$ cat src/sign_flags_defs.vh
// Constants for the power sign and error flag bank.
// Assumes a 32-bit AHB-Lite register bus; indices are word indices, byte address is index * 4.
`ifndef SIGN_FLAGS_DEFS_VH
`define SIGN_FLAGS_DEFS_VH

// Register word indices.
`define IDX_W               11
`define IDX_CTRL            11'h400
`define IDX_INTERVALS       11'h401
`define IDX_FLAGS_FIRST     11'h402
`define IDX_FLAGS_SECOND    11'h403
`define IDX_IRQ_STATUS      11'h404
`define IDX_IRQ_MASK        11'h405

// Control register fields.
`define CTRL_SIGN_SEL_BIT   0
`define CTRL_TMR_MODE_BIT   1
`define CTRL_SOFT_RST_BIT   2

// Interval register fields.
`define INT_PWR_LSB         0
`define INT_EGY_LSB         16
`define INT_CNT_W           16
`define PWR_INTERVAL_RST    16'h00ff
`define EGY_INTERVAL_RST    16'h00ff

// First flag word fields.
`define F1_ENERGY_READY     0
`define F1_ACT_LSB          1
`define F1_REACT_LSB        4
`define F1_PULSE_LSB        7
`define F1_USED_MSB         10
`define F1_USED_W           11

// Second flag word fields.
`define F2_FATAL_LO         28
`define F2_FATAL_MID        29
`define F2_CORRECTED        30
`define F2_FATAL_HI         31

// Interrupt status and mask layout.
`define IRQ_CORRECTED       11
`define IRQ_W               12

// Bus encodings.
`define HTRANS_NONSEQ       2'h2
`define HRESP_OKAY          1'h0

`endif

$ cat src/power_sign_and_error_flags.v
// Sticky sign change, energy ready and internal error flags behind an AHB-Lite slave.
// Assumes all inputs are synchronous to clk_sys_in and single word bus transfers.
//
// Notes on behaviour
// - Pulse output 4 flip flag, bit 10, sets when pulse polarity reverses.
// - Pulse flip flags are evaluated on the falling edge of the pulse output.
// - Pulse outputs 3, 2, 1 have the same flags at bits 9, 8, 7.
// - Reactive sign change flags per phase: C bit 6, B bit 5, A bit 4.
// - Sign select chooses total or fundamental reactive power for monitoring.
// - Reactive flags update only when accumulations refresh each power interval.
// - Active sign change flags per phase: C bit 3, B bit 2, A bit 1.
// - Active flags update when accumulations refresh each power interval.
// - Energy ready, bit 0, sets after energy interval of samples or line cycles.
// - Fatal faults at bits 31, 29, 28 raise a non-maskable interrupt until reset.
// - Corrected fault, bit 30, sets when an internal error was corrected.
//
// The implementer's own choice: the AHB-Lite slave port.
`include "sign_flags_defs.vh"

module power_sign_and_error_flags #(
    parameter [15:0] PWR_INTERVAL_DEFAULT = `PWR_INTERVAL_RST,
    parameter [15:0] EGY_INTERVAL_DEFAULT = `EGY_INTERVAL_RST
) (
    input  wire        clk_sys_in,
    input  wire        nrst_in,
    input  wire        hsel_in,
    input  wire [31:0] haddr_in,
    input  wire [1:0]  htrans_in,
    input  wire        hwrite_in,
    input  wire [2:0]  hsize_in,
    input  wire [31:0] hwdata_in,
    input  wire        hready_in,
    output wire [31:0] hrdata_out,
    output wire        hreadyout_out,
    output wire        hresp_out,
    input  wire [3:0]  pulse_level_in,
    input  wire [3:0]  pulse_polarity_in,
    input  wire        sample_tick_in,
    input  wire        line_cycle_tick_in,
    input  wire [2:0]  act_total_neg_in,
    input  wire [2:0]  act_fund_neg_in,
    input  wire [2:0]  react_total_neg_in,
    input  wire [2:0]  react_fund_neg_in,
    input  wire        fault_hi_in,
    input  wire        fault_mid_in,
    input  wire        fault_lo_in,
    input  wire        fault_corrected_in,
    output wire        irq_out,
    output wire        nmi_out
);

    ////////////////////////////////////////////////////////////////////////////////
    // Declarations.

    reg                     ready_r;
    reg  [31:0]             rdata_r;
    reg                     wr_pend_r;
    reg  [`IDX_W-1:0]       wr_idx_r;
    reg                     sign_sel_r;
    reg                     tmr_mode_r;
    reg                     soft_clr_r;
    reg  [`INT_CNT_W-1:0]   pwr_int_r;
    reg  [`INT_CNT_W-1:0]   egy_int_r;
    reg  [`INT_CNT_W-1:0]   egy_cnt_r;
    reg                     egy_evt_r;
    reg  [`F1_USED_W-1:0]   flags1_r;
    reg  [`F1_USED_W-1:0]   flags1_nxt;
    reg                     corr_r;
    reg                     fat_hi_r;
    reg                     fat_mid_r;
    reg                     fat_lo_r;
    reg  [`IRQ_W-1:0]       irq_stat_r;
    reg  [`IRQ_W-1:0]       irq_stat_nxt;
    reg  [`IRQ_W-1:0]       irq_mask_r;
    reg                     irq_r;
    reg                     nmi_r;
    reg  [31:0]             rd_mux;

    wire [3:0]              pulse_evt;
    wire [2:0]              act_evt;
    wire [2:0]              react_evt;
    wire [`F1_USED_W-1:0]   set1;
    wire [`F1_USED_W-1:0]   clr1;
    wire [`IRQ_W-1:0]       irq_set;
    wire [31:0]             flags2_word;

    ////////////////////////////////////////////////////////////////////////////////
    // Bus address phase decode.

    // True when the word address selects the given register index.
    function hit;
        input [31:0]       addr;
        input [`IDX_W-1:0] idx;
        begin
            hit = (addr[31:2] == {19'h00000, idx});
        end
    endfunction

    wire        acc     = hsel_in & hready_in & (htrans_in == `HTRANS_NONSEQ);
    wire        rd_acc  = acc & ~hwrite_in;
    wire        wr_acc  = acc & hwrite_in;
    wire        rd_irq  = rd_acc & hit(haddr_in, `IDX_IRQ_STATUS);

    wire        wr_ctrl = wr_pend_r & (wr_idx_r == `IDX_CTRL);
    wire        wr_int  = wr_pend_r & (wr_idx_r == `IDX_INTERVALS);
    wire        wr_f1   = wr_pend_r & (wr_idx_r == `IDX_FLAGS_FIRST);
    wire        wr_f2   = wr_pend_r & (wr_idx_r == `IDX_FLAGS_SECOND);
    wire        wr_mask = wr_pend_r & (wr_idx_r == `IDX_IRQ_MASK);

    assign hrdata_out    = rdata_r;
    assign hreadyout_out = ready_r;
    assign hresp_out     = `HRESP_OKAY;

    ////////////////////////////////////////////////////////////////////////////////
    // Event sources.

    pulse_sign_tracker #(
        .NUM_OUT (4)
    ) u_pulse (
        .clk_sys_in        (clk_sys_in),
        .nrst_in           (nrst_in),
        .soft_clr_in       (soft_clr_r),
        .pulse_level_in    (pulse_level_in),
        .pulse_polarity_in (pulse_polarity_in),
        .flip_evt_out      (pulse_evt)
    );

    power_sign_monitor #(
        .PHASES (3),
        .CNT_W  (`INT_CNT_W)
    ) u_power (
        .clk_sys_in         (clk_sys_in),
        .nrst_in            (nrst_in),
        .soft_clr_in        (soft_clr_r),
        .sample_tick_in     (sample_tick_in),
        .interval_in        (pwr_int_r),
        .sign_sel_in        (sign_sel_r),
        .act_total_neg_in   (act_total_neg_in),
        .act_fund_neg_in    (act_fund_neg_in),
        .react_total_neg_in (react_total_neg_in),
        .react_fund_neg_in  (react_fund_neg_in),
        .act_evt_out        (act_evt),
        .react_evt_out      (react_evt)
    );

    // Energy interval counts samples or line cycles depending on the timer mode.
    wire egy_tick = tmr_mode_r ? line_cycle_tick_in : sample_tick_in;

    always @(posedge clk_sys_in or negedge nrst_in) begin
        if (!nrst_in) begin
            egy_cnt_r <= {`INT_CNT_W{1'b0}};
            egy_evt_r <= 1'b0;
        end else if (soft_clr_r) begin
            egy_cnt_r <= {`INT_CNT_W{1'b0}};
            egy_evt_r <= 1'b0;
        end else begin
            egy_evt_r <= egy_tick & (egy_cnt_r >= egy_int_r);
            if (egy_tick) begin
                if (egy_cnt_r >= egy_int_r) begin
                    egy_cnt_r <= {`INT_CNT_W{1'b0}};
                end else begin
                    egy_cnt_r <= egy_cnt_r + {{(`INT_CNT_W-1){1'b0}}, 1'b1};
                end
            end
        end
    end

    ////////////////////////////////////////////////////////////////////////////////
    // First flag word: set wins over a write-one clear.

    assign set1 = {pulse_evt, react_evt, act_evt, egy_evt_r};
    assign clr1 = wr_f1 ? hwdata_in[`F1_USED_MSB:0] : {`F1_USED_W{1'b0}};

    always @* begin
        flags1_nxt = (flags1_r & ~clr1) | set1;
    end

    always @(posedge clk_sys_in or negedge nrst_in) begin
        if (!nrst_in) begin
            flags1_r <= {`F1_USED_W{1'b0}};
        end else if (soft_clr_r) begin
            flags1_r <= {`F1_USED_W{1'b0}};
        end else begin
            flags1_r <= flags1_nxt;
        end
    end

    ////////////////////////////////////////////////////////////////////////////////
    // Second flag word: corrected fault clears by write-one, fatal faults only by reset.

    always @(posedge clk_sys_in or negedge nrst_in) begin
        if (!nrst_in) begin
            corr_r    <= 1'b0;
            fat_hi_r  <= 1'b0;
            fat_mid_r <= 1'b0;
            fat_lo_r  <= 1'b0;
        end else if (soft_clr_r) begin
            corr_r    <= 1'b0;
            fat_hi_r  <= 1'b0;
            fat_mid_r <= 1'b0;
            fat_lo_r  <= 1'b0;
        end else begin
            corr_r    <= fault_corrected_in | (corr_r & ~(wr_f2 & hwdata_in[`F2_CORRECTED]));
            fat_hi_r  <= fat_hi_r | fault_hi_in;
            fat_mid_r <= fat_mid_r | fault_mid_in;
            fat_lo_r  <= fat_lo_r | fault_lo_in;
        end
    end

    assign flags2_word = {fat_hi_r, corr_r, fat_mid_r, fat_lo_r, 28'h0000000};

    ////////////////////////////////////////////////////////////////////////////////
    // Interrupt status, cleared by a read, set winning over the clear.

    assign irq_set = {fault_corrected_in, set1};

    always @* begin
        irq_stat_nxt = (rd_irq ? {`IRQ_W{1'b0}} : irq_stat_r) | irq_set;
    end

    always @(posedge clk_sys_in or negedge nrst_in) begin
        if (!nrst_in) begin
            irq_stat_r <= {`IRQ_W{1'b0}};
            irq_r      <= 1'b0;
            nmi_r      <= 1'b0;
        end else begin
            irq_stat_r <= soft_clr_r ? {`IRQ_W{1'b0}} : irq_stat_nxt;
            irq_r      <= |(irq_stat_nxt & irq_mask_r) & ~soft_clr_r;
            // Fatal faults bypass the mask.
            nmi_r      <= (fat_hi_r | fat_mid_r | fat_lo_r | fault_hi_in | fault_mid_in
                           | fault_lo_in) & ~soft_clr_r;
        end
    end

    assign irq_out = irq_r;
    assign nmi_out = nmi_r;

    ////////////////////////////////////////////////////////////////////////////////
    // Configuration registers and bus pipeline.

    always @(posedge clk_sys_in or negedge nrst_in) begin
        if (!nrst_in) begin
            ready_r    <= 1'b0;
            wr_pend_r  <= 1'b0;
            wr_idx_r   <= {`IDX_W{1'b0}};
            sign_sel_r <= 1'b0;
            tmr_mode_r <= 1'b0;
            soft_clr_r <= 1'b0;
            pwr_int_r  <= PWR_INTERVAL_DEFAULT;
            egy_int_r  <= EGY_INTERVAL_DEFAULT;
            irq_mask_r <= {`IRQ_W{1'b0}};
        end else begin
            ready_r    <= 1'b1;
            wr_pend_r  <= wr_acc;
            wr_idx_r   <= haddr_in[`IDX_W+1:2];
            soft_clr_r <= wr_ctrl & hwdata_in[`CTRL_SOFT_RST_BIT];
            if (wr_pend_r & (haddr_in[31:`IDX_W+2] != 19'h00000)) begin
                wr_idx_r <= wr_idx_r;
            end
            if (wr_ctrl) begin
                sign_sel_r <= hwdata_in[`CTRL_SIGN_SEL_BIT];
                tmr_mode_r <= hwdata_in[`CTRL_TMR_MODE_BIT];
            end
            if (wr_int) begin
                pwr_int_r <= hwdata_in[`INT_PWR_LSB+`INT_CNT_W-1:`INT_PWR_LSB];
                egy_int_r <= hwdata_in[`INT_EGY_LSB+`INT_CNT_W-1:`INT_EGY_LSB];
            end
            if (wr_mask) begin
                irq_mask_r <= hwdata_in[`IRQ_W-1:0];
            end
        end
    end

    ////////////////////////////////////////////////////////////////////////////////
    // Read data, captured in the address phase; unmapped addresses read as zero.

    always @* begin
        rd_mux = 32'h00000000;
        if (hit(haddr_in, `IDX_CTRL)) begin
            rd_mux = {30'h00000000, tmr_mode_r, sign_sel_r};
        end else if (hit(haddr_in, `IDX_INTERVALS)) begin
            rd_mux = {egy_int_r, pwr_int_r};
        end else if (hit(haddr_in, `IDX_FLAGS_FIRST)) begin
            rd_mux = {21'h000000, flags1_r};
        end else if (hit(haddr_in, `IDX_FLAGS_SECOND)) begin
            rd_mux = flags2_word;
        end else if (hit(haddr_in, `IDX_IRQ_STATUS)) begin
            rd_mux = {20'h00000, irq_stat_r};
        end else if (hit(haddr_in, `IDX_IRQ_MASK)) begin
            rd_mux = {20'h00000, irq_mask_r};
        end
    end

    always @(posedge clk_sys_in or negedge nrst_in) begin
        if (!nrst_in) begin
            rdata_r <= 32'h00000000;
        end else if (rd_acc) begin
            rdata_r <= rd_mux;
        end
    end

endmodule

$ cat src/pulse_sign_tracker.v
// Per pulse output sign reversal detector.
// Assumes pulse levels and polarities are synchronous to clk_sys_in.
`include "sign_flags_defs.vh"

module pulse_sign_tracker #(
    parameter NUM_OUT = 4
) (
    input  wire               clk_sys_in,
    input  wire               nrst_in,
    input  wire               soft_clr_in,
    input  wire [NUM_OUT-1:0] pulse_level_in,
    input  wire [NUM_OUT-1:0] pulse_polarity_in,
    output wire [NUM_OUT-1:0] flip_evt_out
);

    reg [NUM_OUT-1:0] level_prev_r;
    reg [NUM_OUT-1:0] pol_prev_r;
    reg [NUM_OUT-1:0] seen_r;
    reg [NUM_OUT-1:0] evt_r;

    assign flip_evt_out = evt_r;

    genvar g;
    generate
        for (g = 0; g < NUM_OUT; g = g + 1) begin : chan
            // A pulse is issued on the high to low edge of its output.
            wire fall = level_prev_r[g] & ~pulse_level_in[g];

            always @(posedge clk_sys_in or negedge nrst_in) begin
                if (!nrst_in) begin
                    level_prev_r[g] <= 1'b0;
                    pol_prev_r[g]   <= 1'b0;
                    seen_r[g]       <= 1'b0;
                    evt_r[g]        <= 1'b0;
                end else if (soft_clr_in) begin
                    level_prev_r[g] <= pulse_level_in[g];
                    pol_prev_r[g]   <= 1'b0;
                    seen_r[g]       <= 1'b0;
                    evt_r[g]        <= 1'b0;
                end else begin
                    level_prev_r[g] <= pulse_level_in[g];
                    // Compare with the previous pulse only on a falling edge.
                    evt_r[g] <= fall & seen_r[g] & (pulse_polarity_in[g] != pol_prev_r[g]);
                    if (fall) begin
                        pol_prev_r[g] <= pulse_polarity_in[g];
                        seen_r[g]     <= 1'b1;
                    end
                end
            end
        end
    endgenerate

endmodule

$ cat src/power_sign_monitor.v
// Per phase active and reactive power sign change detector with its refresh timer.
// Assumes sign inputs are 1 for negative power and sample_tick_in pulses at 8 kSPS.
`include "sign_flags_defs.vh"

module power_sign_monitor #(
    parameter PHASES = 3,
    parameter CNT_W  = 16
) (
    input  wire              clk_sys_in,
    input  wire              nrst_in,
    input  wire              soft_clr_in,
    input  wire              sample_tick_in,
    input  wire [CNT_W-1:0]  interval_in,
    input  wire              sign_sel_in,
    input  wire [PHASES-1:0] act_total_neg_in,
    input  wire [PHASES-1:0] act_fund_neg_in,
    input  wire [PHASES-1:0] react_total_neg_in,
    input  wire [PHASES-1:0] react_fund_neg_in,
    output wire [PHASES-1:0] act_evt_out,
    output wire [PHASES-1:0] react_evt_out
);

    reg [CNT_W-1:0]  cnt_r;
    reg              seen_r;
    reg [PHASES-1:0] act_prev_r;
    reg [PHASES-1:0] react_prev_r;
    reg [PHASES-1:0] act_evt_r;
    reg [PHASES-1:0] react_evt_r;

    // Selects the fundamental source when sel is set, the total otherwise.
    function pick;
        input sel;
        input tot;
        input fund;
        begin
            pick = sel ? fund : tot;
        end
    endfunction

    // Accumulations refresh after interval_in + 1 sample ticks.
    wire refresh = sample_tick_in & (cnt_r >= interval_in);

    always @(posedge clk_sys_in or negedge nrst_in) begin
        if (!nrst_in) begin
            cnt_r  <= {CNT_W{1'b0}};
            seen_r <= 1'b0;
        end else if (soft_clr_in) begin
            cnt_r  <= {CNT_W{1'b0}};
            seen_r <= 1'b0;
        end else if (sample_tick_in) begin
            if (refresh) begin
                cnt_r  <= {CNT_W{1'b0}};
                seen_r <= 1'b1;
            end else begin
                cnt_r <= cnt_r + {{(CNT_W-1){1'b0}}, 1'b1};
            end
        end
    end

    assign act_evt_out   = act_evt_r;
    assign react_evt_out = react_evt_r;

    genvar g;
    generate
        for (g = 0; g < PHASES; g = g + 1) begin : ph
            wire act_now = pick(sign_sel_in, act_total_neg_in[g], act_fund_neg_in[g]);
            wire rea_now = pick(sign_sel_in, react_total_neg_in[g], react_fund_neg_in[g]);

            always @(posedge clk_sys_in or negedge nrst_in) begin
                if (!nrst_in) begin
                    act_prev_r[g]   <= 1'b0;
                    react_prev_r[g] <= 1'b0;
                    act_evt_r[g]    <= 1'b0;
                    react_evt_r[g]  <= 1'b0;
                end else if (soft_clr_in) begin
                    act_prev_r[g]   <= 1'b0;
                    react_prev_r[g] <= 1'b0;
                    act_evt_r[g]    <= 1'b0;
                    react_evt_r[g]  <= 1'b0;
                end else begin
                    // Signs are only compared on a refresh of the accumulations.
                    act_evt_r[g]   <= refresh & seen_r & (act_now != act_prev_r[g]);
                    react_evt_r[g] <= refresh & seen_r & (rea_now != react_prev_r[g]);
                    if (refresh) begin
                        act_prev_r[g]   <= act_now;
                        react_prev_r[g] <= rea_now;
                    end
                end
            end
        end
    endgenerate

endmodule

$ cat config.mk
export PLATFORM = sky130hd
export DESIGN_NAME = power_sign_and_error_flags
export DESIGN_NICKNAME = d
export VERILOG_FILES = /design/src/power_sign_and_error_flags.v /design/src/pulse_sign_tracker.v /design/src/power_sign_monitor.v
export VERILOG_INCLUDE_DIRS = /design/src
export SDC_FILE = /design/constraint.sdc
export NUM_CORES = 1
export LEC_CHECK = 0
export ABC_AREA = 1
export BUFFER_PORTS_ARGS = -buffer_cell sky130_fd_sc_hd__buf_2
export CORE_MARGIN = 4
export CORE_UTILIZATION = 62
export DETAILED_ROUTE_END_ITERATION = 12
export PLACE_DENSITY = 0.88
export SYNTH_ARGS = -nofsm -noshare
export SYNTH_HDL_FRONTEND = slang
export SYNTH_SLANG_ARGS = --single-unit
$ cat constraint.sdc
create_clock -name clk_sys_in -period 3.3 [get_ports clk_sys_in]
set_input_delay 0.33 -clock clk_sys_in [delete_from_list [all_inputs] [get_ports clk_sys_in]]
set_output_delay 0.33 -clock clk_sys_in [all_outputs]
set_load 0.1 [all_outputs]
---- Yosys cells after proc, flatten, opt, wreduce, memory -nomap -nowiden ----
Cells that the tools add are included.
word-level totals
  register bits ........................... 183
  bits of input ports ..................... 100
cells by class
  add/subtract/negate cells ............... 2
  $lt $le $gt $ge ......................... 2
  equality and inequality tests ........... 22
  mux-type cells .......................... 69
  bitwise logic cells ..................... 58
  reduce and logical (&&, ||, !) cells .... 10
operators with widths
  kind                                             count
  == test 30 x 11 -> 1 bit, second input constant  6
  two-way mux 32 bit                               4
  two-way mux 16 bit                               6
  == test 11 bit, second input constant            5
  two-way mux 1 bit                                53
  two-way mux 12 bit                               4
  AND 1 bit                                        37
  adder 16 x 1 -> 16 bit, second input constant    2
  greater-or-equal comparator 16 bit               2
  two-way mux 11 bit                               2
  nonzero test 19 bit                              1
  nonzero test 2 bit                               7
  AND 12 bit                                       1
  OR 12 bit                                        1
  OR reduction 12 bit                              1
  AND 11 bit                                       1
  inverter 11 bit                                  1
  OR 11 bit                                        1
  inequality test 1 bit                            10
  OR 1 bit                                         9
  inverter 1 bit                                   7
  == test 2 bit, second input constant             1
  AND reduction 2 bit                              1

---- Longest topological paths before layout ----
Gate-level depths: netlist (run 1).
  depth in word-level cells ............... 9
  gate-level depth with buffers ........... 15
  depth with buffers taken out ............ 14

---- Cells and area by module ----
A second synthesis (run 1) with hierarchy kept.
unflattened totals
  cell total of the unflattened synthesis .. 1121
  area total of the unflattened synthesis .. 9466.6 um^2
by module, submodules not included
  module                      instances  cells an instance  area each (um^2)  sequential area each (um^2)
  power_sign_and_error_flags  1          806                6770.2            3473.3
  power_sign_monitor          1          233                2018.2            725.7
  pulse_sign_tracker          1          82                 678.2             400.4

---- Least setup slack after synthesis (run 1) ----
Ideal clock, no wire load.
  path type ............................... register to register
  from .................................... reg pwr_int_r[3]
  to ...................................... reg u_power.cnt_r[14]
  arrival ................................. 1.911 ns
  required time ........................... 3.223 ns
  slack ................................... 1.312 ns
  cell stages (with the launch flop) ...... 13
  buffers on the path ..................... 1
  clock period less this slack ............ 1.988 ns
  path through ............................ dfstp_2 -> inv_1 -> ha_1 -> a21oi_1 -> o21ai_0 -> nand2_1 -> o211ai_1 -> nand2_1 -> nand3_1 -> nand2_2 -> nand2_1 -> buf_4 -> a21oi_1
on the way
  longest elaborated chain between the ends .. 5
RTL lines
  element                             RTL line                          text
  from (decl)                         power_sign_and_error_flags.v:62   reg [`INT_CNT_W-1:0] pwr_int_r;
  from (signal assigned)              power_sign_and_error_flags.v:265  pwr_int_r <= hwdata_in[`INT_PWR_LSB+`INT_CNT_W-1:`INT_PWR_LSB];
  greater-or-equal comparator 16 bit  power_sign_monitor.v:41           wire refresh = sample_tick_in & (cnt_r >= interval_in);
  AND 1 bit                           power_sign_monitor.v:41
  two-way mux 16 bit                  power_sign_monitor.v:51           if (refresh) begin
  two-way mux 16 bit                  power_sign_monitor.v:50           end else if (sample_tick_in) begin
  two-way mux 16 bit                  power_sign_monitor.v:47           end else if (soft_clr_in) begin
  to (signal assigned)                power_sign_monitor.v:45           cnt_r <= {CNT_W{1'b0}};
  to (signal assigned)                power_sign_monitor.v:48           cnt_r <= {CNT_W{1'b0}};
  to (signal assigned)                power_sign_monitor.v:52           cnt_r <= {CNT_W{1'b0}};
  to (decl)                           power_sign_monitor.v:23           reg [CNT_W-1:0] cnt_r;
No other way between the ends. The select of a mux whose other input is x is not followed.
A chain may end at the register's enable or synchronous reset.

---- Worst setup path in the final report (run 1) ----
  from .................................... reg pwr_int_r[1]
  to ...................................... reg u_power.act_prev_r[2]
on the way
  longest elaborated chain between the ends .. 3
RTL lines
  element                              RTL line                 text
  greater-or-equal comparator 16 bit   power_sign_monitor.v:41
  AND 1 bit                            power_sign_monitor.v:41
  nonzero test 2 bit (no source line)  n/a
  to (signal, indexed assignment)      power_sign_monitor.v:85  act_prev_r[g] <= act_now;
  to (decl)                            power_sign_monitor.v:25  reg [PHASES-1:0] act_prev_r;
No other way between the ends.

==> results of run 1 <==
## worst reg2reg max path, delay by kind of cell, from the launching register on
family	cells	cell delay, ns
AOI/OAI and AO/OA	3	0.37
adders and majority gates	1	0.33
and+or+nand+nor	7	1.43
buffers and inverters	1	0.06
DFF	1	0.54
## routing by layer
| layer | vias up | wire length, um | GRT usage |
|---|---|---|---|
| li1 | 3795 | - | - |
| met1 | 3846 | 9030 | 0.355 |
| met2 | 332 | 11600 | 0.467 |
| met3 | 56 | 1440 | 0.0630 |
| met4 | 0 | 561 | 0.0880 |
| met5 | - | 0 | 0 |
## registers in the layout, summed over array words and instances (netlist names), 3 cells and up
name and flops:
hrdata_out 32, flags1_r 11, u_pulse.pol_prev_r 4, u_power.cnt_r 16, u_pulse.seen_r 4, irq_stat_r 12, pwr_int_r 16, wr_idx_r 11
egy_cnt_r 16, u_power.react_evt_out 3, egy_int_r 16, irq_mask_r 12, u_power.act_prev_r 3, u_power.act_evt_out 3, u_pulse.flip_evt_out 4, u_pulse.level_prev_r 4
u_power.react_prev_r 3
## cells by family (layout without fill, tap and decap cells)
kind of cell               Yosys count  in the layout
buffers and inverters              186            323
other                                2              2
xor gates and xnor gates            12             12
DFF                                183            183
adders and majority gates           34             34
AOI/OAI and AO/OA                  197            197
muxes                               21             21
and+or+nand+nor                    458            458
## per-stage QoR
stage / instance area [um2] / utilization
floorplan: 9210 / -
finish: 10600 / 0.730
global route: 10600 / 0.730
global placement: 10000 / 0.689
CTS: 10600 / 0.730
detailed placement: 10000 / 0.689
## power groups by stage
stage	clock (W)	combinational, W	sequential [W]
after floorplan	0	0.000333	0.00250
after global placement	0	0.000494	0.00252
after detailed placement	0	0.000531	0.00252
after CTS	0.00207	0.000551	0.00249
after global routing	0.00218	0.000628	0.00250
final	0.00206	0.000551	0.00249
## final cells by class
class | count | share of cell area
repair buffers | 141 | 0.0713
well taps | 184 | 0.0217
clock buffers | 23 | 0.0441
inverters | 150 | 0.0533
clock inverters | 9 | 0.0119
multi-input cells | 724 | 0.364
flip-flops and latches | 183 | 0.433
## what timing repair did
item | CTS | global route
endpoints found under the setup margin | 0 | 0
hold buffers | 1 | 0
endpoints found under the hold margin | 54 | 0
## cells in the final DEF (no fill, tap or decap), drive strengths merged, types with 24 or more instances in the layout
| cell | n |
|---|---|
| a21oi | 68 |
| buf | 140 |
| dfrtp | 167 |
| ha | 34 |
| inv | 150 |
| nand2 | 273 |
| nand3 | 63 |
| nor2 | 66 |
| nor3 | 24 |
| o21ai | 109 |
## worst paths after layout
| check | startpoint | to | depth (start not counted) |
|---|---|---|---|
| min | pulse_level_in[3] | u_pulse.level_prev_r[3]$_DFF_PN0_ | 1 |
| min reg2reg | hrdata_out[4]$_DFFE_PN0N_ | hrdata_out[4]$_DFFE_PN0N_ | 2 |
| max | pwr_int_r[1]$_DFFE_PN1P_ | u_power.act_prev_r[2]$_DFFE_PN0P_ | 12 |
| min in group asynchronous | nrst_in | hrdata_out[8]$_DFFE_PN0N_ | 2 |
| max in group asynchronous | nrst_in | pwr_int_r[1]$_DFFE_PN1P_ | 3 |
| max reg2reg | pwr_int_r[1]$_DFFE_PN1P_ | u_power.act_prev_r[2]$_DFFE_PN0P_ | 12 |
==> results by group, run 1 <==
Synthesis
  – Number of nets produced by synthesis: ~1200
  – Post-synth top area share: 0.454
  – Biggest area contributors in the synthesized netlist: sky130_fd_sc_hd__dfrtp_1 (45%), sky130_fd_sc_hd__nand2_1 (11%), sky130_fd_sc_hd__inv_1 (5.9%)
  – Most repeated cell in the gate-level netlist after synthesis: sky130_fd_sc_hd__nand2_1
  – Post-synthesis adder-cell area fraction: 0.0462
  – Number of distinct standard cells referenced by the synthesized netlist: 44
  – Netlist Area Pre-Place: around 9200 um2
  – Largest family of logic cells by synthesized area: simple AND/OR/NAND/NOR gates
  – Basic-gate share of the synthesized area counting and, or, nand and nor cells: 0.223
  – Post-Syn Area per Cell: between 8 and 9 um2
  – Share of synthesized flip-flops with an asynchronous set or reset: 1.00
  – Post-synthesis cell type with the largest combined area: sky130_fd_sc_hd__dfrtp_1
  – Count of synthesis-stage warnings from yosys: 0
  – Predominant post-synthesis flop cell: sky130_fd_sc_hd__dfrtp_1
  – Synth Area in XOR/XNOR: 0.0114
  – FF+latch count, synth: approximately 180
  – Synthesized-area fraction occupied by ao, oa, aoi and oai cells: 0.112
  – Sequential-to-total area share from yosys stat: 0.499
  – Post-synthesis mux area share: 0.0255
  – Synthesized netlist cell count: roughly 1100
  – Number of enable flip-flop cells after synthesis: 0
  – Post-synth top cells: sky130_fd_sc_hd__nand2_1 (264), sky130_fd_sc_hd__dfrtp_1 (167), sky130_fd_sc_hd__inv_1 (146), sky130_fd_sc_hd__o21ai_0 (94), sky130_fd_sc_hd__a21oi_1 (68)

Flow run
  – MaxCap Viol Count: 0

Layout
  – Net count, final: about 1400
  – Share of cells above drive strength 1: 0.192
  – Number of fillers in the final layout: 1044
  – Number of non-filler instances in the completed layout: ~1400
  – Synthesis-to-finish area growth: 15.2%
  – FF/Latch Area: 4600 um2
  – Number of antenna cells inserted: 0
  – Area of the multi-input gates: a little under 4000 um2

STA
  – Setup-violating endpoint count in the final report: 0
  – Hold slack: 0.0253 ns
  – Number of max-slew violations in the final report: 0
  – Relative max-transition margin: 0.425
  – Ratio of final minimum period to clock period: 0.861
  – Worst Tran Pin Value: approximately 0.86 ns
  – Crit path setup slack, layout: between 0.4 and 0.5 ns
  – Number of hold-slack violations in the final timing report: 0
  – RSZ-0062 raised after global routing: false
  – Final TNS setup: 0 ns
  – Minimum period implied by the final worst setup slack: between 2 and 3 ns
  – Worst Clk Skew: around 0.0064 ns
  – Max Freq: ~350 MHz

Global routing
  – Vias in the first global route: between 7000 and 8000
  – Number of antenna violations at the first check in global routing: 0
  – Pin count of the biggest net entering global routing: 91
  – Overall global routing resource usage: 0.276
  – GRT overflow: 0
  – First-pass GRT wire length: roughly 37000 um

Clock tree
  – Clock-pin slew on the worst setup and hold paths: 0.06 ns
  – Cells resized by post-CTS repair: 0
  – Number of buffers created by CTS: 17
  – Max H-tree Level: 4
  – Clock Sinks: 183
  – CTS tree: built
  – Post-CTS setup buffer count: 0
  – Clock root buffer: sky130_fd_sc_hd__clkbuf_16
  – Maximum clock insertion buffer count: 2
  – Source-to-sink clock delay at the later pin of the worst-skew pair: between 0.4 and 0.5 ns

Detailed routing
  – DRC violations left: 0
  – First-pass iteration count of the detailed router: 6
  – Post-detailed-route count of antenna-violating nets: 0
  – Vias per std cell: about 5.7
  – Routed len/inst: 16.0 um
  – Initial DRC count: around 760
  – WL final: approximately 23000 um
  – Vias after detailed routing: about 8000

Floorplan
  – I/O pin cnt: between 100 and 150
  – Site Rows: 44
  – CORE AREA: roughly 15000 um2
  – Effective utilization at floorplan: 0.634
  – Die height: between 100 and 150 um
  – Die X-Extent: between 100 and 150 um
  – Die ar.: 16900 um2

Place
  – Placement Setup Slack: roughly 0.63 ns
  – Last weighted congestion value of the routability-driven placer: slightly below 0.9
  – Cell count after placement: ~1400
  – Placed wire-length estimate after detailed placement: between 15000 and 20000 um
  – # port buffers: roughly 130

Pwr
  – Worst voltage drop across the vdd grid: slightly below 0.4 mV
  – Leakage component of the power: between 5 and 6 nW
  – Internal portion of total power: around 0.0038 W
  – Power density over cell area: 481 nW/um2
  – Switching power: 0.00129 W
  – Switching share of total power: 0.252
  – Part of the power in the clock network: 0.404
  – Seq pwr share: 0.488
  – Total Power: about 0.005 W
  – Combinational cell fraction of total power: 0.108

Setup path
  – Crit Path Class: flip-flop to flip-flop
  – Req. time, crit path: 3.61 ns
  – Worst Setup Start Kind: flip-flop
  – Buffers and inverters on the worst path: 1
  – Nature of the critical path endpoint: flip-flop
  – Arrival time at the worst endpoint: around 3.2 ns
  – CP max FO: 16
  – R2r setup slk: 0.46 ns
  – Worst path most repeated cell: sky130_fd_sc_hd__nand2_1
  – Delay of the slowest cell on the worst path: between 0.5 and 0.6 ns
  – Critical path's slowest cell: sky130_fd_sc_hd__dfstp_2
  – Largest delay share family, worst path: simple AND/OR/NAND/NOR gates
  – Critical path cell sequence: inv_1, ha_1, a21oi_1, o21ai_0, nand2_1, o211ai_1, nand2_1, nand3_1, nand2_2, nand2_1, nand3_1, nand2_1

Hold path
  – Hold crit path type: input pin to flip-flop

Run status
  – Outcome: completed
Note: power is estimated with default switching activity, not from simulation.
==> run 2, diff against run 1 <==
--- a/config.mk
+++ b/config.mk
@@ -6,12 +6,12 @@
 export SDC_FILE = /design/constraint.sdc
 export NUM_CORES = 1
 export LEC_CHECK = 0
-export ABC_AREA = 1
+export ABC_AREA = 0
 export BUFFER_PORTS_ARGS = -buffer_cell sky130_fd_sc_hd__buf_2
 export CORE_MARGIN = 4
-export CORE_UTILIZATION = 62
+export CORE_UTILIZATION = 61
 export DETAILED_ROUTE_END_ITERATION = 12
-export PLACE_DENSITY = 0.88
+export PLACE_DENSITY = 0.87
 export SYNTH_ARGS = -nofsm -noshare
 export SYNTH_HDL_FRONTEND = slang
 export SYNTH_SLANG_ARGS = --single-unit
==> results by group, run 2 <==
Synthesis
  – Predominant post-synthesis flop cell: sky130_fd_sc_hd__dfrtp_1
  – Post-synth top cells: sky130_fd_sc_hd__dfrtp_1 (167), sky130_fd_sc_hd__nand2_1 (120), sky130_fd_sc_hd__nor2_1 (80), sky130_fd_sc_hd__nand3_1 (50)
  – Post-synth top area share: 0.475 (+0.0212)
  – Post-Syn Area per Cell: 10.0 um2 (+19%)
  – Post-synthesis cell type with the largest combined area: sky130_fd_sc_hd__dfrtp_1
  – Biggest area contributors in the synthesized netlist: sky130_fd_sc_hd__dfrtp_1 (47%), sky130_fd_sc_hd__nand2_1 (5.1%), sky130_fd_sc_hd__ha_1 (4.8%)
  – Netlist Area Pre-Place: 8800 um2 (-4.5%)
  – FF+latch count, synth: 183 (unchanged)
  – Number of distinct standard cells referenced by the synthesized netlist: 66 (+50%)
  – Count of synthesis-stage warnings from yosys: 0 (unchanged)
  – Sequential-to-total area share from yosys stat: 0.523 (+0.0233)
  – Most repeated cell in the gate-level netlist after synthesis: sky130_fd_sc_hd__dfrtp_1
  – Share of synthesized flip-flops with an asynchronous set or reset: 1.00 (unchanged)
  – Number of enable flip-flop cells after synthesis: 0 (unchanged)
  – Synthesized netlist cell count: 879 (-20%)
  – Number of nets produced by synthesis: 1013 (-17%)

Floorplan
  – Die height: 128 um (-1.4%)
  – I/O pin cnt: 136 (unchanged)
  – Effective utilization at floorplan: 0.629 (-0.00462)
  – Die X-Extent: 128 um (-1.4%)
  – Die ar.: 16400 um2 (-2.7%)
  – CORE AREA: 14000 um2 (-3.8%)
  – Site Rows: 43 (-2.3%)

STA
  – Number of hold-slack violations in the final timing report: 0 (unchanged)
  – Worst Tran Pin Value: 0.910 ns (+0.0506 ns)
  – Relative max-transition margin: 0.390 (-0.0356)
  – Worst Clk Skew: 0.00816 ns (+0.00173 ns)
  – RSZ-0062 raised after global routing: false
  – Final TNS setup: 0 ns (unchanged)
  – Number of max-slew violations in the final report: 0 (unchanged)
  – Ratio of final minimum period to clock period: 0.862 (+0.00163)
  – Minimum period implied by the final worst setup slack: 2.85 ns (+0.00539 ns)
  – Setup-violating endpoint count in the final report: 0 (unchanged)
  – Max Freq: 351 MHz (-0.19%)

Detailed routing
  – Vias after detailed routing: 7311 (-8.9%)
  – Routed len/inst: 18.7 um (+17%)
  – Initial DRC count: 785 (+3.6%)
  – Post-detailed-route count of antenna-violating nets: 0 (unchanged)
  – First-pass iteration count of the detailed router: 6 (unchanged)
  – DRC violations left: 0 (unchanged)
  – WL final: 22500 um (-0.88%)
  – Vias per std cell: 6.09 (+7.3%)

Global routing
  – Pin count of the biggest net entering global routing: 82 (-9.9%)
  – Number of antenna violations at the first check in global routing: 1 (+1)
  – First-pass GRT wire length: 36300 um (-0.60%)
  – Global routing usage on met1: 0.369 (+0.0140)
  – Overall global routing resource usage: 0.281 (+0.00531)
  – GR Layer Usage met3: 0.0633 (+0.000296)
  – Vias in the first global route: 7296 (-4.8%)
  – Met2 GRT Util: 0.455 (-0.0124)
  – GRT overflow: 0 (unchanged)
  – Highest-utilization routing layer at the global route stage: met2

Layout
  – Commonest non-fill, non-tap cells in the layout: sky130_fd_sc_hd__dfrtp_1 (167), sky130_fd_sc_hd__buf_2 (128), sky130_fd_sc_hd__nand2_1 (120), sky130_fd_sc_hd__nor2_1 (79), sky130_fd_sc_hd__nand3_1 (50)
  – Net count, final: 1141 (-16%)
  – Number of antenna cells inserted: 0 (unchanged)
  – Share of cells above drive strength 1: 0.238 (+0.0464)
  – Most common library cell in the layout ignoring fill and taps: sky130_fd_sc_hd__dfrtp_1
  – Max FFs per register: 32 (unchanged)
  – Synthesis-to-finish area growth: 16.8%
  – Core utilization of the finished layout: 0.735 (+0.00477)

Setup path
  – Critical path cell sequence: inv_1, ha_1, a21oi_1, nor2_1, a211o_1, a211oi_1, o21a_1, nand3_1, o311ai_0
  – Delay of the slowest cell on the worst path: 0.58 ns (+0.04 ns)
  – Req. time, crit path: 3.59 ns (-0.02 ns)
  – Nature of the critical path endpoint: flip-flop
  – Crit Path Class: flip-flop to flip-flop
  – Arrival time at the worst endpoint: 3.14 ns (about the same)
  – Worst Setup Start Kind: flip-flop
  – Critical path's slowest cell: sky130_fd_sc_hd__o21a_1
  – CP max FO: 16 (unchanged)

Place
  – Last weighted congestion value of the routability-driven placer: 0.866 (-0.94%)
  – # port buffers: 129 (unchanged)
  – Placed wire-length estimate after detailed placement: 15500 um (-1.6%)

Run status
  – Outcome: completed

Clock tree
  – Post-CTS setup buffer count: 0 (unchanged)
  – Source-to-sink clock delay at the later pin of the worst-skew pair: 0.44 ns (about the same)
  – Number of buffers created by CTS: 17 (unchanged)
  – Clock-pin slew on the worst setup and hold paths: 0.07 ns (about the same)
  – Clock root buffer: sky130_fd_sc_hd__clkbuf_16
  – Maximum clock insertion buffer count: 2 (unchanged)
  – Clock Sinks: 183 (unchanged)
  – CTS tree: built
  – Max H-tree Level: 4 (unchanged)

Pwr
  – Total Power: 0.00506 W (-0.88%)
  – Power density over cell area: 492 nW/um2 (+2.3%)
  – Leakage component of the power: 4.98 nW (-11%)
  – Worst voltage drop across the vdd grid: 0.436 mV (+9.6%)

Hold path
  – Hold crit path type: input pin to flip-flop

Flow run
  – MaxCap Viol Count: 0 (unchanged)
[run 2: cell count changes in the layout (fill, tap and decap cells not counted), sizes merged, moves of 13 or more]
| cell | change |
|---|---|
| a21oi | -26 |
| a22oi | +14 |
| inv | -102 |
| nand2 | -153 |
| nand3 | -13 |
| nand4 | -15 |
| nor2 | +17 |
| nor3 | -13 |
| o21ai | -56 |
[run 2: per-layer routing]
layer | vias up | part of all wire
li1 | 3361 | -
met1 | 3539 | 0.41
met3 | 66 | 0.079
met4 | 2 | 0.031
met2 | 343 | 0.48
met5 | - | 0.00058
[run 2: cells by family (layout without fill, tap and decap cells)]
kind of cell               Yosys count  after routing  synth area share
AOI/OAI and AO/OA                  180            180             0.138
xor gates and xnor gates            20             20            0.0199
adders and majority gates           34             34            0.0483
buffers and inverters               84            225            0.0368
DFF                                183            183             0.523
muxes                               40             40            0.0493
other                                2              2          0.000853
and+or+nand+nor                    336            336             0.184
[run 2: where the power goes]
| part | switching [W] | internal, W | leakage [nW] |
|---|---|---|---|
| Clock | 0.000903 | 0.00115 | 0.282 |
| Combinational | 0.000343 | 0.000196 | 2.49 |
| Sequential | 0.000121 | 0.00235 | 2.20 |
| Total | 0.00137 | 0.00369 | 4.98 |
[run 2: cell type report]
cell class / count / area [um2]
clock buffers: 20 / 447
inverters: 46 / 173
fillers: 964 / 3710
well taps: 180 / 225
multi-input cells: 612 / 3890
repair buffers: 147 / 805
flip-flops and latches: 183 / 4600
clock inverters: 12 / 145
[run 2: critical path: cells and delay by family, from the launching register on]
kind	cells	cell delay [ns]
compound gates	5	1.55
flops	1	0.55
fa+ha+maj	1	0.33
simple gates	2	0.19
buf+inv	1	0.07
[run 2: what timing repair did]
action | 4_1_cts | 5_1_grt
hold endpoints to repair | 76 | 0
resized for setup | 0 | 0
hold buffers | 2 | 0
[run 2: per-stage QoR]
step	hold WS (ns)	worst slack, ns	instances	cell area (um2)
after CTS	0.00206	0.484	1200	10300
final	0.00579	0.455	1200	10300
after global routing	0.00509	0.156	1200	10300
after detailed placement	0.419	0.570	1166	9670
after floorplan	0.0344	0.879	879	8800
after global placement	0.417	0.662	1166	9670
[run 2: path summary, 6_finish.rpt]
check                                           startpoint  cells after the start                                 to  slack [ns]
worst min-delay path                     pulse_level_in[2]                      1  u_pulse.level_prev_r[2]$_DFF_PN0_       0.006
worst max register to register    egy_int_r[7]$_DFFE_PN1P_                      9           egy_cnt_r[7]$_DFFE_PN0P_        0.45
worst min register to register  hrdata_out[22]$_DFFE_PN0N_                      2         hrdata_out[22]$_DFFE_PN0N_        0.46
worst max-delay path              egy_int_r[7]$_DFFE_PN1P_                      9           egy_cnt_r[7]$_DFFE_PN0P_        0.45
min in group asynchronous                          nrst_in                      2  u_pulse.pol_prev_r[2]$_DFFE_PN0P_        0.48
max in group asynchronous                          nrst_in                      3           egy_int_r[5]$_DFFE_PN1P_        1.92
==> run 3, diff against run 2 <==
--- a/config.mk
+++ b/config.mk
@@ -9,9 +9,10 @@
 export ABC_AREA = 0
 export BUFFER_PORTS_ARGS = -buffer_cell sky130_fd_sc_hd__buf_2
 export CORE_MARGIN = 4
-export CORE_UTILIZATION = 61
+export CORE_UTILIZATION = 62
 export DETAILED_ROUTE_END_ITERATION = 12
-export PLACE_DENSITY = 0.87
+export PLACE_DENSITY = 0.88
 export SYNTH_ARGS = -nofsm -noshare
 export SYNTH_HDL_FRONTEND = slang
+export SYNTH_HIERARCHICAL = 1
 export SYNTH_SLANG_ARGS = --single-unit
==> results by group, run 3 <==
Synthesis
  – FF+latch count, synth: 183 (unchanged)
  – Predominant post-synthesis flop cell: sky130_fd_sc_hd__dfrtp_1
  – Post-synth top area share: 0.468 (-0.00731)
  – Biggest area contributors in the synthesized netlist: sky130_fd_sc_hd__dfrtp_1 (47%), sky130_fd_sc_hd__mux2_2 (5.2%), sky130_fd_sc_hd__ha_1 (4.8%)
  – Netlist Area Pre-Place: 8940 um2 (+1.6%)
  – Number of enable flip-flop cells after synthesis: 0 (unchanged)
  – Count of synthesis-stage warnings from yosys: 6 (+6)
  – Post-Syn Area per Cell: 10.7 um2 (+6.8%)
  – Post-synthesis cell type with the largest combined area: sky130_fd_sc_hd__dfrtp_1
  – Number of distinct standard cells referenced by the synthesized netlist: 68 (+3.0%)
  – Synthesized netlist cell count: 836 (-4.9%)
  – Share of synthesized flip-flops with an asynchronous set or reset: 1.00 (unchanged)
  – Sequential-to-total area share from yosys stat: 0.515 (-0.00805)
  – Most repeated cell in the gate-level netlist after synthesis: sky130_fd_sc_hd__dfrtp_1
  – Number of nets produced by synthesis: 970 (-4.2%)
  – Post-synth top cells: sky130_fd_sc_hd__dfrtp_1 (167), sky130_fd_sc_hd__nand2_1 (82), sky130_fd_sc_hd__nor2_1 (59), sky130_fd_sc_hd__inv_1 (46), sky130_fd_sc_hd__mux2_2 (41)

Floorplan
  – Effective utilization at floorplan: 0.639 (+0.00984)
  – I/O pin cnt: 136 (unchanged)
  – Die ar.: 16400 um2 (about the same)
  – Die height: 128 um (about the same)
  – CORE AREA: 14000 um2 (unchanged)
  – Die X-Extent: 128 um (about the same)
  – Site Rows: 43 (unchanged)

Place
  – Last weighted congestion value of the routability-driven placer: 0.862 (-0.38%)
  – Placement Setup Slack: 0.290 ns (-0.281 ns)
  – # port buffers: 129 (unchanged)
  – Placed wire-length estimate after detailed placement: 14900 um (-3.9%)
  – Post-placement cell area: 9740 um2 (+0.74%)

Setup path
  – Launch point of the worst reg-to-reg path: egy_int_r[3]$_DFFE_PN1P_
  – Req. time, crit path: 3.60 ns (about the same)
  – Critical path's slowest cell: sky130_fd_sc_hd__dfstp_2
  – Delay of the slowest cell on the worst path: 0.54 ns (-0.04 ns)
  – CP max FO: 12 (-4)
  – Critical path cell sequence: inv_1, ha_1, a2111oi_0, o21ai_0, a221oi_1, o211ai_1, o311ai_0
  – Nature of the critical path endpoint: flip-flop
  – Crit Path Class: flip-flop to flip-flop
  – Depth of the most critical reg-to-reg path: 7 (-2)
  – R2R Path End: egy_cnt_r[5]$_DFFE_PN0P_
  – Worst Setup Start Kind: flip-flop
  – Arrival time at the worst endpoint: 3.32 ns (+0.18 ns)
  – R2r setup slk: 0.28 ns (-0.18 ns)

Pwr
  – Worst voltage drop across the vdd grid: 0.332 mV (-24%)
  – Leakage component of the power: 4.75 nW (-4.5%)
  – Power density over cell area: 463 nW/um2 (-5.9%)

Flow run
  – MaxCap Viol Count: 0 (unchanged)

Detailed routing
  – Vias per std cell: 6.28 (+3.1%)
  – WL final: 21900 um (-2.3%)
  – Vias after detailed routing: 7243 (-0.93%)
  – Routed len/inst: 19.0 um (+1.6%)
  – DRC violations left: 0 (unchanged)
  – Post-detailed-route count of antenna-violating nets: 0 (unchanged)
  – First-pass iteration count of the detailed router: 6 (unchanged)
  – Initial DRC count: 751 (-4.3%)

Layout
  – Number of antenna cells inserted: 0 (unchanged)
  – Max FFs per register: 32 (unchanged)
  – Share of cells above drive strength 1: 0.255 (+0.0166)
  – Synthesis-to-finish area growth: 15.9%
  – Net count, final: 1094 (-4.1%)
  – Finished Cell Area: 10400 um2 (+0.82%)
  – Commonest non-fill, non-tap cells in the layout: sky130_fd_sc_hd__dfrtp_1 (166), sky130_fd_sc_hd__buf_2 (128), sky130_fd_sc_hd__nand2_1 (82), sky130_fd_sc_hd__nor2_1 (59), sky130_fd_sc_hd__inv_1 (46)
  – Most common library cell in the layout ignoring fill and taps: sky130_fd_sc_hd__dfrtp_1

Global routing
  – Global routing usage on met1: 0.370 (+0.000628)
  – Met2 GRT Util: 0.446 (-0.00893)
  – Number of antenna violations at the first check in global routing: 0 (-1)
  – Highest-utilization routing layer at the global route stage: met2
  – Pin count of the biggest net entering global routing: 78 (-4.9%)
  – GR Layer Usage met3: 0.0621 (-0.00125)
  – First-pass GRT wire length: 36100 um (-0.63%)
  – GRT overflow: 0 (unchanged)
  – Overall global routing resource usage: 0.278 (-0.00350)
  – Vias in the first global route: 7217 (-1.1%)

Clock tree
  – Post-CTS setup buffer count: 0 (unchanged)
  – CTS tree: built
  – Clock-pin slew on the worst setup and hold paths: 0.07 ns (about the same)
  – Clock Sinks: 183 (unchanged)
  – Maximum clock insertion buffer count: 2 (unchanged)
  – Source-to-sink clock delay at the later pin of the worst-skew pair: 0.43 ns (about the same)
  – Number of buffers created by CTS: 17 (unchanged)
  – Clock root buffer: sky130_fd_sc_hd__clkbuf_16
  – Max H-tree Level: 4 (unchanged)

STA
  – Relative max-transition margin: 0.379 (-0.0112)
  – RSZ-0062 raised after global routing: false
  – Setup-violating endpoint count in the final report: 0 (unchanged)
  – Crit path setup slack, layout: 0.280 ns (-0.175 ns)
  – Minimum period implied by the final worst setup slack: 3.02 ns (+0.175 ns)
  – Number of hold-slack violations in the final timing report: 0 (unchanged)
  – Final TNS setup: 0 ns (unchanged)
  – Worst Clk Skew: 0.00720 ns (-0.000959 ns)
  – Max Freq: 331 MHz (-5.8%)
  – Number of max-slew violations in the final report: 0 (unchanged)
  – Ratio of final minimum period to clock period: 0.915 (+0.0531)
  – Worst Tran Pin Value: 0.928 ns (+0.0179 ns)

Hold path
  – Hold path startpoint: pulse_level_in[2]
  – Hold crit path type: input pin to flip-flop
  – Worst Hold End: u_pulse/level_prev_r[2]$_DFF_PN0_
  – Worst hold path stage count: 1 (unchanged)

Run status
  – Outcome: completed
run 3: worst max-delay path by stage:
stage / from / slack (ns) / to / cells past startpoint
after floorplan: egy_int_r[3]$_DFFE_PN1P_ / 0.95 / egy_cnt_r[11]$_DFFE_PN0P_ / 9
after global placement: egy_int_r[3]$_DFFE_PN1P_ / 0.48 / egy_cnt_r[5]$_DFFE_PN0P_ / 7
after detailed placement: egy_int_r[3]$_DFFE_PN1P_ / 0.29 / egy_cnt_r[5]$_DFFE_PN0P_ / 7
after CTS: egy_int_r[3]$_DFFE_PN1P_ / 0.25 / egy_cnt_r[5]$_DFFE_PN0P_ / 7
after global routing: egy_int_r[3]$_DFFE_PN1P_ / 0.04 / egy_cnt_r[11]$_DFFE_PN0P_ / 7
final: egy_int_r[3]$_DFFE_PN1P_ / 0.28 / egy_cnt_r[5]$_DFFE_PN0P_ / 7
run 3: final cells by class:
cell class / instances / area (um2)
Inverter: 46 / 173
Timing Repair Buffer: 145 / 787
Clock inverter: 12 / 178
Multi-Input combinational cell: 567 / 3960
Sequential cell: 183 / 4600
Clock buffer: 20 / 437
Fill cell: 909 / 3620
Tap cell: 180 / 225
run 3: critical path, delay by kind of cell, from the launching register on:
| kind | cells | cell delay, ns |
|---|---|---|
| compound gates | 5 | 1.99 |
| flops | 1 | 0.54 |
| fa+ha+maj | 1 | 0.31 |
| buf+inv | 1 | 0.06 |
run 3: cell families (layout without fill, tap and decap cells):
family | Yosys count | after routing | share of synthesized area
flip-flops | 183 | 183 | 0.515
XOR/XNOR | 25 | 25 | 0.0245
other | 2 | 2 | 0.000840
buffers and inverters | 86 | 223 | 0.0441
AO/OA/AOI/OAI | 178 | 178 | 0.142
AND/OR/NAND/NOR | 268 | 268 | 0.154
multiplexers | 60 | 60 | 0.0729
adder cells (fa/ha/maj) | 34 | 34 | 0.0476
run 3: timing repair:
item                                   CTS  global route
hold buffers                             1             0
endpoints found under the hold margin   56             0
resized for setup                        0             0
run 3: where the power goes:
group	internal, W	switching (W)	leakage [nW]	total (W)
Sequential	0.00230	0.0000757	2.20	0.00238
Combinational	0.000134	0.000186	2.26	0.000320
Clock	0.00127	0.000836	0.286	0.00210
Total	0.00370	0.00110	4.75	0.00480
run 3: metal layers:
layer	routed length, um	vias to the layer above
li1	-	3271
met1	8880	3514
met2	10500	397
met3	1960	61
met4	590	0
met5	0	-
run 3: per-stage QoR:
step | total power (W) | instances | utilization | hold WS, ns
6_report | 0.00480 | 1153 | 0.741 | 0.0336
4_1_cts | 0.00481 | 1153 | 0.741 | 0.0219
5_1_grt | 0.00496 | 1153 | 0.741 | 0.0248
3_5_place_dp | 0.00273 | 1120 | 0.696 | 0.354
2_1_floorplan | 0.00256 | 836 | - | 0.0344
3_3_place_gp | 0.00271 | 1120 | 0.696 | 0.349
